File: src/shared/modem_flow_pkg.sv
package modem_flow_pkg;
    // AXI4-Lite register map (byte addresses)
    localparam logic [7:0] ADDR_MODEM_LINE_STATUS  = 8'h00;
    localparam logic [7:0] ADDR_FLOW_LEVELS        = 8'h04;
    localparam logic [7:0] ADDR_MODEM_CONTROL      = 8'h08;
    localparam logic [7:0] ADDR_FEATURE_CTRL       = 8'h0c;
    localparam logic [7:0] ADDR_FIFO_FLOW          = 8'h10;
    localparam logic [7:0] ADDR_IRQ_STATUS         = 8'h14;
    localparam logic [7:0] ADDR_IRQ_MASK           = 8'h18;
    // Field positions
    localparam int MCR_LOOP_BIT   = 4;
    localparam int MCR_OP2_BIT    = 3;
    localparam int MCR_OP1_BIT    = 2;
    localparam int MCR_RTS_BIT    = 1;
    localparam int MCR_DTR_BIT    = 0;
    localparam int EFR_ENH_BIT    = 4;
    localparam int SFR_SEL_BIT    = 2;
    localparam int FEAT_EFR_LSB   = 0;
    localparam int FEAT_SFR_LSB   = 8;
    localparam int FLOW_RTS_EN    = 0;
    localparam int FLOW_SW_EN     = 1;
    localparam int FLOW_CNT_LSB   = 8;
    localparam int FLOW_RTS_OUT   = 16;
    localparam int FLOW_XOFF_SENT = 17;
    localparam int LEVEL_SCALE    = 4;
    // Reset values
    localparam logic [7:0] MCR_RESET   = 8'h00;
    localparam logic [7:0] LEVEL_RESET = 8'h00;
    localparam logic [7:0] EFR_RESET   = 8'h00;
    localparam logic [7:0] SFR_RESET   = 8'h00;
    localparam logic [1:0] IRQ_RESET   = 2'h0;
    // AXI responses
    localparam logic [1:0] RESP_OKAY   = 2'b00;
    localparam logic [1:0] RESP_SLVERR = 2'b10;
endpackage : modem_flow_pkg

File: src/shared/modem_in_if.sv
`timescale 1ns/1ps
interface modem_in_if;
    logic [3:0] level;   // Active-high: cd, ri, dsr, cts
    logic [3:0] delta;   // One-cycle change pulses
    modport sync_side (output level, output delta);
    modport user_side (input level, input delta);
endinterface : modem_in_if

File: src/design/modem_input_sync.sv
`timescale 1ns/1ps
module modem_input_sync
    import modem_flow_pkg::*;
(
    input  wire logic       clk_i,
    input  wire logic       rst_n_i,
    input  wire logic [3:0] pins_n_i,
    modem_in_if.sync_side   mi
);
    logic [3:0] meta_q;
    logic [3:0] sync_q;
    logic [3:0] prev_q;
    logic       primed_q;

    // Two stages; only the second stage feeds change detection
    always_ff @(posedge clk_i or negedge rst_n_i)
    begin
        if (!rst_n_i)
        begin
            meta_q <= 4'hf;
            sync_q <= 4'hf;
        end
        else
        begin
            meta_q <= pins_n_i;
            sync_q <= meta_q;
        end
    end

    always_ff @(posedge clk_i or negedge rst_n_i)
    begin
        if (!rst_n_i)
        begin
            prev_q   <= 4'hf;
            primed_q <= 1'b0;
        end
        else
        begin
            prev_q   <= sync_q;
            primed_q <= 1'b1;
        end
    end

    // Priming masks only the first cycle after reset; a pin active at reset still flags a delta as the reset value drains away
    genvar g;
    for (g = 0; g < 4; g++)
    begin : g_ch
        assign mi.level[g] = ~sync_q[g];
        assign mi.delta[g] = primed_q & (sync_q[g] ^ prev_q[g]);
    end
endmodule : modem_input_sync

File: src/design/modem_status_flow.sv
// What this block does
// Bit7 is not carrier, loopback uses control bit3
// Bit6 is not ring, loopback uses control bit2
// Bit5 is not dsr, loopback uses control bit0
// Bit4 is not cts, loopback uses control bit1
// Bit3 flags any carrier change
// Bit2 flags ring low-to-high only
// Bit1 flags any dsr change
// Bit0 flags any cts change
// Enabled delta flag raises modem interrupt
// Levels register gated by feature bits
// Rts reasserted at or below resume level
// Xon sent at or below resume level
// Rts dropped at or above halt level
// Xoff sent at or above halt level
// Software keeps resume below trigger level
// Software keeps halt above trigger level
// Control bit4 selects internal loopback
// Status read clears delta flags
// Inputs synchronised before change detection
//
// The register addresses and register access over AXI4-Lite were decided locally.
`timescale 1ns/1ps
module modem_status_flow
    import modem_flow_pkg::*;
(
    input  wire logic        core_clk_i,
    input  wire logic        rst_b_i,
    input  wire logic        carrier_detect_n_i,
    input  wire logic        ring_indicator_n_i,
    input  wire logic        data_set_ready_n_i,
    input  wire logic        clear_to_send_n_i,
    input  wire logic [6:0]  rx_fifo_count_i,
    input  wire logic [7:0]  awaddr_i,
    input  wire logic        awvalid_i,
    output logic             awready_o,
    input  wire logic [31:0] wdata_i,
    input  wire logic [3:0]  wstrb_i,
    input  wire logic        wvalid_i,
    output logic             wready_o,
    output logic [1:0]       bresp_o,
    output logic             bvalid_o,
    input  wire logic        bready_i,
    input  wire logic [7:0]  araddr_i,
    input  wire logic        arvalid_i,
    output logic             arready_o,
    output logic [31:0]      rdata_o,
    output logic [1:0]       rresp_o,
    output logic             rvalid_o,
    input  wire logic        rready_i,
    output logic             request_to_send_n_o,
    output logic             send_xon_o,
    output logic             send_xoff_o,
    output logic             loopback_o,
    output logic             irq_o
);
    typedef enum logic [1:0] {FLOW_RUN = 2'b01, FLOW_HALT = 2'b10} flow_state_t;

    logic        rst_meta_q;
    logic        rst_n_q;
    logic [7:0]  modem_control_reg_q;
    logic [7:0]  enhanced_feature_reg_q;
    logic [7:0]  special_feature_reg_q;
    logic [7:0]  flow_halt_resume_levels_q;
    logic [1:0]  flow_enable_q;
    logic [3:0]  delta_q;
    logic [1:0]  irq_status_q;
    logic [1:0]  irq_mask_q;
    flow_state_t flow_q;
    logic        aw_held_q;
    logic        w_held_q;
    logic [7:0]  aw_addr_q;
    logic [31:0] w_data_q;
    logic [3:0]  w_strb_q;
    logic        xoff_pend_q;
    logic        xon_pend_q;
    logic [3:0]  status_hi;
    logic [3:0]  new_delta;
    logic [7:0]  modem_line_status;
    logic        levels_open;
    logic        wr_fire;
    logic        rd_fire;
    logic        rd_status;
    logic        rd_irq;
    logic [7:0]  resume_lvl;
    logic [7:0]  halt_lvl;
    logic [7:0]  fifo_cnt;
    logic        loop_on;
    logic [1:0]  irq_event;
    logic [31:0] rd_word;
    logic        rd_ok;
    logic        wr_ok;

    modem_in_if mi ();

    always_ff @(posedge core_clk_i or negedge rst_b_i)
    begin
        if (!rst_b_i)
        begin
            rst_meta_q <= 1'b0;
            rst_n_q    <= 1'b0;
        end
        else
        begin
            rst_meta_q <= 1'b1;
            rst_n_q    <= rst_meta_q;
        end
    end

    // Bit order cts, dsr, ri, cd matches status bits 0..3
    modem_input_sync u_sync (
        .clk_i   (core_clk_i),
        .rst_n_i (rst_n_q),
        .pins_n_i({carrier_detect_n_i, ring_indicator_n_i,
                   data_set_ready_n_i, clear_to_send_n_i}),
        .mi      (mi)
    );

    assign loop_on = modem_control_reg_q[MCR_LOOP_BIT];

    // Status high nibble: pins inverted, or control bits in loopback
    always_comb
    begin
        if (loop_on)
        begin
            status_hi[3] = modem_control_reg_q[MCR_OP2_BIT];
            status_hi[2] = modem_control_reg_q[MCR_OP1_BIT];
            status_hi[1] = modem_control_reg_q[MCR_DTR_BIT];
            status_hi[0] = modem_control_reg_q[MCR_RTS_BIT];
        end
        else
        begin
            status_hi[3] = mi.level[3];
            status_hi[2] = mi.level[2];
            status_hi[1] = mi.level[1];
            status_hi[0] = mi.level[0];
        end
    end

    // Deltas follow the pins only; loopback changes do not flag
    assign new_delta[3] = mi.delta[3];
    assign new_delta[2] = mi.delta[2] & mi.level[2] == 1'b0;
    assign new_delta[1] = mi.delta[1];
    assign new_delta[0] = mi.delta[0];
    assign modem_line_status = {status_hi, delta_q};

    assign levels_open = enhanced_feature_reg_q[EFR_ENH_BIT]
                       & modem_control_reg_q[MCR_OP1_BIT]
                       & ~special_feature_reg_q[SFR_SEL_BIT];

    assign wr_fire   = aw_held_q & w_held_q & ~bvalid_o;
    assign rd_fire   = arvalid_i & arready_o;
    assign rd_status = rd_fire & araddr_i == ADDR_MODEM_LINE_STATUS;
    assign rd_irq    = rd_fire & araddr_i == ADDR_IRQ_STATUS;

    // Set wins over the read-clear
    always_ff @(posedge core_clk_i or negedge rst_n_q)
    begin
        if (!rst_n_q)
            delta_q <= 4'h0;
        else
            delta_q <= (rd_status ? 4'h0 : delta_q) | new_delta;
    end

    // Write channel: address and data taken in either order
    always_ff @(posedge core_clk_i or negedge rst_n_q)
    begin
        if (!rst_n_q)
        begin
            aw_held_q <= 1'b0;
            w_held_q  <= 1'b0;
            aw_addr_q <= 8'h00;
            w_data_q  <= 32'h0000_0000;
            w_strb_q  <= 4'h0;
            awready_o <= 1'b0;
            wready_o  <= 1'b0;
            bvalid_o  <= 1'b0;
            bresp_o   <= RESP_OKAY;
        end
        else
        begin
            awready_o <= ~aw_held_q & ~(awvalid_i & awready_o) & ~bvalid_o;
            wready_o  <= ~w_held_q & ~(wvalid_i & wready_o) & ~bvalid_o;
            if (awvalid_i & awready_o)
            begin
                aw_held_q <= 1'b1;
                aw_addr_q <= awaddr_i;
            end
            if (wvalid_i & wready_o)
            begin
                w_held_q <= 1'b1;
                w_data_q <= wdata_i;
                w_strb_q <= wstrb_i;
            end
            if (wr_fire)
            begin
                aw_held_q <= 1'b0;
                w_held_q  <= 1'b0;
                bvalid_o  <= 1'b1;
                bresp_o   <= wr_ok ? RESP_OKAY : RESP_SLVERR;
            end
            else if (bvalid_o & bready_i)
                bvalid_o <= 1'b0;
        end
    end

    always_comb
    begin
        unique case (aw_addr_q)
            ADDR_FLOW_LEVELS:   wr_ok = levels_open;
            ADDR_MODEM_CONTROL: wr_ok = 1'b1;
            ADDR_FEATURE_CTRL:  wr_ok = 1'b1;
            ADDR_FIFO_FLOW:     wr_ok = 1'b1;
            ADDR_IRQ_MASK:      wr_ok = 1'b1;
            default:            wr_ok = 1'b0;
        endcase
    end

    // Control registers; only byte lane 0 (and 1 for feature) hold bits
    always_ff @(posedge core_clk_i or negedge rst_n_q)
    begin
        if (!rst_n_q)
        begin
            modem_control_reg_q       <= MCR_RESET;
            enhanced_feature_reg_q    <= EFR_RESET;
            special_feature_reg_q     <= SFR_RESET;
            flow_halt_resume_levels_q <= LEVEL_RESET;
            flow_enable_q             <= 2'h0;
            irq_mask_q                <= IRQ_RESET;
        end
        else if (wr_fire & wr_ok)
        begin
            unique case (aw_addr_q)
                ADDR_FLOW_LEVELS:
                    if (w_strb_q[0]) flow_halt_resume_levels_q <= w_data_q[7:0];
                ADDR_MODEM_CONTROL:
                    if (w_strb_q[0]) modem_control_reg_q <= w_data_q[7:0];
                ADDR_FEATURE_CTRL:
                begin
                    if (w_strb_q[0]) enhanced_feature_reg_q <= w_data_q[7:0];
                    if (w_strb_q[1]) special_feature_reg_q <= w_data_q[15:8];
                end
                ADDR_FIFO_FLOW:
                    if (w_strb_q[0]) flow_enable_q <= w_data_q[1:0];
                ADDR_IRQ_MASK:
                    if (w_strb_q[0]) irq_mask_q <= w_data_q[1:0];
                default:
                    flow_enable_q <= flow_enable_q;
            endcase
        end
    end

    // Read answer
    always_comb
    begin
        rd_word = 32'h0000_0000;
        rd_ok   = 1'b1;
        unique case (araddr_i)
            ADDR_MODEM_LINE_STATUS: rd_word[7:0] = modem_line_status;
            ADDR_FLOW_LEVELS:
            begin
                rd_ok = levels_open;
                if (levels_open)
                    rd_word[7:0] = flow_halt_resume_levels_q;
            end
            ADDR_MODEM_CONTROL: rd_word[7:0] = modem_control_reg_q;
            ADDR_FEATURE_CTRL:
                rd_word[15:0] = {special_feature_reg_q, enhanced_feature_reg_q};
            ADDR_FIFO_FLOW:
                rd_word[17:0] = {xoff_pend_q, request_to_send_n_o,
                                 1'b0, rx_fifo_count_i, 6'h00, flow_enable_q};
            ADDR_IRQ_STATUS: rd_word[1:0] = irq_status_q;
            ADDR_IRQ_MASK:   rd_word[1:0] = irq_mask_q;
            default:         rd_ok = 1'b0;
        endcase
    end

    always_ff @(posedge core_clk_i or negedge rst_n_q)
    begin
        if (!rst_n_q)
        begin
            arready_o <= 1'b0;
            rvalid_o  <= 1'b0;
            rdata_o   <= 32'h0000_0000;
            rresp_o   <= RESP_OKAY;
        end
        else
        begin
            arready_o <= ~rvalid_o & ~rd_fire;
            if (rd_fire)
            begin
                rvalid_o <= 1'b1;
                rdata_o  <= rd_word;
                rresp_o  <= rd_ok ? RESP_OKAY : RESP_SLVERR;
            end
            else if (rvalid_o & rready_i)
                rvalid_o <= 1'b0;
        end
    end

    // Flow levels are scaled by four; count compared in 8 bits
    assign resume_lvl = 8'(flow_halt_resume_levels_q[7:4]) * 8'(LEVEL_SCALE);
    assign halt_lvl   = 8'(flow_halt_resume_levels_q[3:0]) * 8'(LEVEL_SCALE);
    assign fifo_cnt   = {1'b0, rx_fifo_count_i};

    // Resume also needs the count below halt, so equal levels settle on halt
    always_ff @(posedge core_clk_i or negedge rst_n_q)
    begin
        if (!rst_n_q)
            flow_q <= FLOW_RUN;
        else
        begin
            unique case (flow_q)
                FLOW_RUN:
                    if (fifo_cnt >= halt_lvl)
                        flow_q <= FLOW_HALT;
                FLOW_HALT:
                    if (fifo_cnt <= resume_lvl && fifo_cnt < halt_lvl)
                        flow_q <= FLOW_RUN;
                default:
                    flow_q <= FLOW_RUN;
            endcase
        end
    end

    always_ff @(posedge core_clk_i or negedge rst_n_q)
    begin
        if (!rst_n_q)
        begin
            request_to_send_n_o <= 1'b1;
            send_xon_o          <= 1'b0;
            send_xoff_o         <= 1'b0;
            xoff_pend_q         <= 1'b0;
            xon_pend_q          <= 1'b0;
            loopback_o          <= 1'b0;
        end
        else
        begin
            loopback_o <= loop_on;
            if (flow_enable_q[FLOW_RTS_EN])
                request_to_send_n_o <= flow_q == FLOW_HALT;
            else
                request_to_send_n_o <= ~modem_control_reg_q[MCR_RTS_BIT];
            send_xoff_o <= 1'b0;
            send_xon_o  <= 1'b0;
            if (flow_enable_q[FLOW_SW_EN])
            begin
                if (flow_q == FLOW_HALT && !xoff_pend_q)
                begin
                    send_xoff_o <= 1'b1;
                    xoff_pend_q <= 1'b1;
                end
                else if (flow_q == FLOW_RUN && xoff_pend_q)
                begin
                    send_xon_o  <= 1'b1;
                    xoff_pend_q <= 1'b0;
                end
            end
            else
                xoff_pend_q <= 1'b0;
            xon_pend_q <= 1'b0;
        end
    end

    // Bit0 modem status, bit1 flow halt entered
    assign irq_event[0] = |new_delta;
    assign irq_event[1] = flow_q == FLOW_RUN && fifo_cnt >= halt_lvl;

    always_ff @(posedge core_clk_i or negedge rst_n_q)
    begin
        if (!rst_n_q)
        begin
            irq_status_q <= IRQ_RESET;
            irq_o        <= 1'b0;
        end
        else
        begin
            irq_status_q <= (rd_irq ? 2'h0 : irq_status_q) | irq_event;
            irq_o        <= |(irq_status_q & irq_mask_q);
        end
    end
endmodule : modem_status_flow

File: config.mk
export PLATFORM = sky130hd
export DESIGN_NAME = modem_status_flow
export DESIGN_NICKNAME = d
export VERILOG_FILES = /design/src/shared/modem_flow_pkg.sv /design/src/shared/modem_in_if.sv /design/src/design/modem_input_sync.sv /design/src/design/modem_status_flow.sv
export SDC_FILE = /design/constraint.sdc
export NUM_CORES = 1
export LEC_CHECK = 0
export BUFFER_PORTS_ARGS = -buffer_cell sky130_fd_sc_hd__buf_2
export CORE_MARGIN = 2
export CORE_UTILIZATION = 30
export DETAILED_ROUTE_END_ITERATION = 7
export PLACE_DENSITY = 0.56
export SETUP_SLACK_MARGIN = 0.1
export SYNTH_ARGS = -nofsm -noshare
export SYNTH_HDL_FRONTEND = slang
export SYNTH_SLANG_ARGS = --single-unit
export TNS_END_PERCENT = 5
File: constraint.sdc
create_clock -name core_clk_i -period 4.55 [get_ports core_clk_i]
set_clock_uncertainty 0.2 [all_clocks]
set_input_delay 0.91 -clock core_clk_i [delete_from_list [all_inputs] [get_ports core_clk_i]]
set_output_delay 0.91 -clock core_clk_i [all_outputs]
set_load 0.05 [all_outputs]
# Word-level counts from Yosys, hierarchy flattened

Index checks and enable logic that the tools add are counted.

Output and inout bits: 46
Logic and storage cells: 148
Flip-flop bits (word level): 120
Input bits: 70

Mux-type cells: 32
Reduce and logical (&&, ||, !) cells: 21
Equal/unequal tests: 16
Magnitude comparators: 3
Bitwise gates (word level): 42

Operators by type and width:

| kind                                           | count |
|---|---|
| == test 8 x 5 -> 1 bit (second input constant) | 5 |
| == test 8 x 4 -> 1 bit (second input constant) | 4 |
| one-hot mux 6 bit (4 select lines)             | 1 |
| AND 1 bit                                      | 22 |
| AND reduction 3 bit                            | 6 |
| two-way mux 1 bit                              | 17 |
| == test 8 x 3 -> 1 bit (second input constant) | 2 |
| one-hot mux 8 bit (2 select lines)             | 1 |
| one-hot mux 2 bit (7 select lines)             | 1 |
| NOT 1 bit                                      | 13 |
| two-way mux 2 bit                              | 6 |
| zero test 8 bit                                | 1 |
| two-way mux 4 bit                              | 2 |
| two-way mux 8 bit                              | 1 |
| nonzero test 2 bit                             | 4 |
| OR reduction 4 bit                             | 2 |
| greater-or-equal comparator 7 x 6 -> 1 bit     | 1 |
| less-or-equal comparator 7 x 6 -> 1 bit        | 1 |
| less-than comparator 7 x 6 -> 1 bit            | 1 |
| OR reduction 6 bit                             | 1 |
| logical AND 1 bit                              | 4 |
| OR 4 bit                                       | 1 |
| one-hot mux 1 bit (2 select lines)             | 2 |
| one-hot mux 2 bit (2 select lines)             | 1 |
| other kinds (11)                               | 14 |

# Longest topological paths before layout

Word-level depth: 5
Gate-level depth with buffers: 6
Depth with buffers taken out: 6

# By module

From an unflattened synthesis, not the netlist that was laid out.

Cells, all modules: 411
Area total of the unflattened synthesis: 5143.7 sq um

By module, submodules not included:

| module            | area each (sq um) | cells each | seq. area each (sq um) | times used |
|---|---|---|---|---|
| modem_status_flow | 4724.5            | 385        | 2630.0                 | 1 |
| modem_input_sync  | 419.2             | 26         | 340.3                  | 1 |

# Least setup slack after synthesis

OpenSTA, ideal clock, no wires.

Path type: input port to flip-flop
Start point: input araddr_i[5]
End point: register rdata_o[10]
Path slack: 2.017 ns
Cell stages on the path: 5
Arrival time: 2.256 ns
Setup time: 0.077 ns
Path buffers: 1
Data required time: 4.273 ns
Cells stage by stage: or3_1 > buf_2 > nor4b_2 > a22oi_1 > o21ai_1

Word-level cells in the longest chain between the ends: 2
Elaborated cells on any way between the ends: 3
Those cells by class: 2 x eq/ne; 1 x mux

RTL lines:

| element                                                                 | RTL line                 | source |
|---|---|---|
| start: declaration                                                      | modem_status_flow.sv:44  | `input wire logic [7:0] araddr_i,` |
| == test 8 x 5 -> 1 bit / == test 8 x 4 -> 1 bit (equally long branches) | modem_status_flow.sv:258 | `unique case (araddr_i)` |
| one-hot mux 8 bit (2 select lines) *                                    | modem_status_flow.sv:258 |  |
| end signal: assignment                                                  | modem_status_flow.sv:293 | `rdata_o <= rd_word;` |
| end: declaration                                                        | modem_status_flow.sv:47  | `output logic [31:0] rdata_o,` |

Every way passes the cells marked *; elsewhere a longest branch is shown, timed or not.
A chain may end at the register's enable or synchronous reset.

# Worst setup path after layout

Start point: input araddr_i[5]
End point: register rdata_o[9]

Same word-level chain as after synthesis.

==> flow_summary.yaml <==
critical_path:
  ff2ff_setup_slack_ns: 2.28
  r2r_end: "flow_halt_resume_levels_q[7]$_DFFE_PN0P_"
  path_cells: "buf_2 > or3_1 > nor4b_2 > a22oi_1 > o21ai_1"
  critPathCapture: "rdata_o[9]$_DFFE_PN0P_"
  endpoint_kind: "flop"
  worst_r2r_path_depth: 4
  start_kind: "primary input"
  worstPathArrival_ns: 2.90
  timing.rr.start: "aw_addr_q[0]$_DFFE_PN0P_"
  worst_path_max_delay_cell: "nor4b_2"
  cp-startpoint: "araddr_i[5]"
  max_stage_delay_ns: 0.95
  cp.required_ns: 4.68
  critPathMaxFanout: 9
  critical_path_class: "primary input to flop"
floorplanning:
  die_w_um: 135.7
  die-area_um2: 18420
  ios: 116
  die_height_um: 135.7
  rows: 48
  design.core.area_um2: 17120
  start_util_pct: 30.41
global_routing:
  grt_pass1_vias: 3555
  grt_max_degree: 50
  antenna_found_initial: 0
  grt-ovfl-total: 0
  grt_pass1_wl_um: 19230
  grt_usage_pct: 13.93
placed_design:
  hpwl_um: 8887
  pre_cts_ws_ns: 1.379
  place_congestion: 0.8484
  portBuffers: 81
cts:
  cts_hold_buf: 0
  cts_tree: "done"
  cts-resized-gates: 0
  clk_pin_slew_worst_paths_ns: 0.05
  cts_setup_buffers: 0
  cts_max_level: 4
  cts.sinks: 118
  cts_buffer_depth: 2
  clk_latency_ns: 0.42
  cts_buffers: 17
  cts_root_buffer: "clkbuf_16"
timing:
  setup_viol: 0
  fmax_mhz: 361.2
  tightest_slew_ns: 1.055
  layout_setup_ws_ns: 1.782
  hold_viol_final: 0
  tns_ns: 0
  slew_viol_final: 0
  rsz0062_at_grt: "no"
  period_minus_slack_ns: 2.768
  min_period_over_period_pct: 60.84
  relSlewSlack_pct: 29.47
synth:
  syn_inst: 416
  async_flop_share_pct: 100.0
  yosysUniqueCellTypes: 58
  synth_area_um2: 5205
  ys_seq_area_share_pct: 57.07
  synth_ff_type: "dfrtp_1"
  ys_warn_count: 0
  ys_ff_latch: 118
  syn_avg_cell_area_um2: 12.51
  synth_edf_count: 0
cells_and_area:
  drive_above_1_share_pct: 38.65
  fill_cells: 1666
  diodes: 0
  nets: 585
  synthToLayoutAreaGrowth_pct: 22.40
routing:
  wl_per_cell_um: 16.15
  vias_per_cell: 4.608
  drt_iter0_markers: 219
  wirelength_um: 12030
  first_pass_iters: 5
  detail-route-antenna-nets: 0
  drcViolationCount: 0
  num_vias: 3433
pwr:
  p_sw_w: 0.0009777
  pwr-share-seq_pct: 43.7
  leakagePower_nw: 2.967
  p_comb_share_pct: 18.1
  p_sw_share_pct: 29.64
  clkPwrFrac_pct: 38.3
  p_per_area_nw_per_um2: 517.8
  vdd_drop_max_mv: 0.3177
  internal_power_w: 0.002321
run:
  cap_violations: 0
run_status:
  outcome: "completed"
min_path:
  hold_path_class: "flop to asynchronous set/reset pin"
[synth_stat cells (all sizes together) (2+ instances only)]
master	n	share of area, %
dfrtp	104	50
mux2	62	14
nand2	32	2.3
o21ai	24	2.3
buf	20	2.8
a22oi	17	2.5
dfstp	14	7.1
nor2	13	1.0
inv	11	0.79
nor2b	11	1.3
clkbuf	9	0.65
ha	8	1.9
nor3	7	0.77
and2	6	0.72
mux2i	6	1.2
a21oi	5	0.48
nand3	5	0.48
nand4	5	0.60
nor4	5	1.0
o31ai	5	0.72
nand2b	4	0.48
nand3b	4	0.82
o2bb2ai	4	0.67
xnor2	3	0.50
a211oi	2	0.29
a22o	2	0.34
a31oi	2	0.24
and3	2	0.24
and3b	2	0.34
conb	2	0.14
nor4b	2	0.46
o211ai	2	0.29
or3	2	0.24
or4	2	0.36
[critical path: cells and delay by family]
family / cells / cell delay (ns)
and+or+nand+nor: 2 / 1.49
AOI/OAI and AO/OA: 2 / 0.40
buffers and inverters: 1 / 0.10
[worst min path at each step]
stage                          from                  endpoint  depth (start not counted)
2_1_floorplan  rst_meta_q$_DFF_PN0_         rst_n_q$_DFF_PN0_                          0
3_3_place_gp      rst_n_q$_DFF_PN0_  aw_addr_q[6]$_DFFE_PN0P_                          0
3_5_place_dp      rst_n_q$_DFF_PN0_  aw_addr_q[6]$_DFFE_PN0P_                          0
4_1_cts                     rst_b_i      rst_meta_q$_DFF_PN0_                          1
5_1_grt                     rst_b_i      rst_meta_q$_DFF_PN0_                          1
6_report          rst_n_q$_DFF_PN0_  w_data_q[11]$_DFFE_PN0P_                          0
[routing by layer]
layer  GRT usage (%)  wire (um)
met1           18.05       5438
met2           21.58       5761
met3           4.340        692
met4           5.845        140
met5               0          0
[final cells by class]
cell class,count,area (um^2),share of cell area [%]
repair buffers,85,435.4,6.834
clock buffers,23,489.2,7.679
flip-flops and latches,118,2974,46.68
clock inverters,9,75.07,1.178
inverters,11,41.29,0.6481
multi-input cells,274,2074,32.56
well taps,225,281.5,4.419
[through the flow]
stage	util, %	instance area, um^2	hold WS [ns]	power [W]	std cells
2_1_floorplan	-	5265	0.1312	0.001887	432
3_3_place_gp	33.93	5807	0.07109	0.002034	713
3_5_place_dp	33.93	5807	0.08014	0.002061	713
4_1_cts	37.22	6371	0.05062	0.003336	745
5_1_grt	37.22	6371	0.04715	0.003467	745
6_report	37.22	6371	0.06714	0.003299	745
[registers in the layout, summed over array words and instances (netlist names), 8 cells and up]
signal,flops
special_feature_reg_q,8
w_data_q,16
aw_addr_q,8
modem_control_reg_q,8
flow_halt_resume_levels_q,8
enhanced_feature_reg_q,8
rdata_o,18
[layout by cell type, fill, tap and decap left out, drive strengths merged, types with 8 or more instances in the layout]
cell type,instances
dfrtp,104
a22oi,17
buf,85
dfstp,14
nor2,13
nor2b,11
conb,18
ha,8
o21ai,24
nand2,32
inv,11
mux2,62
clkbuf,23
[logic make-up after synthesis]
group,count (synthesis),share of synthesized area [%]
buf+inv,40,4.231
other cells,2,0.1443
flops,118,57.07
fa+ha+maj,8,1.923
compound gates,73,9.543
mux,68,15.14
simple gates,104,11.44
xor+xnor,3,0.5049
[power groups by stage]
stage          logic, W  clock network [W]  registers [W]
2_1_floorplan  0.000378                  0        0.00151
3_3_place_gp   0.000586                  0        0.00145
3_5_place_dp   0.000602                  0        0.00146
4_1_cts        0.000604            0.00129        0.00144
5_1_grt        0.000651            0.00134        0.00147
6_report       0.000596            0.00126        0.00144
(Power assumes the default switching activity.)
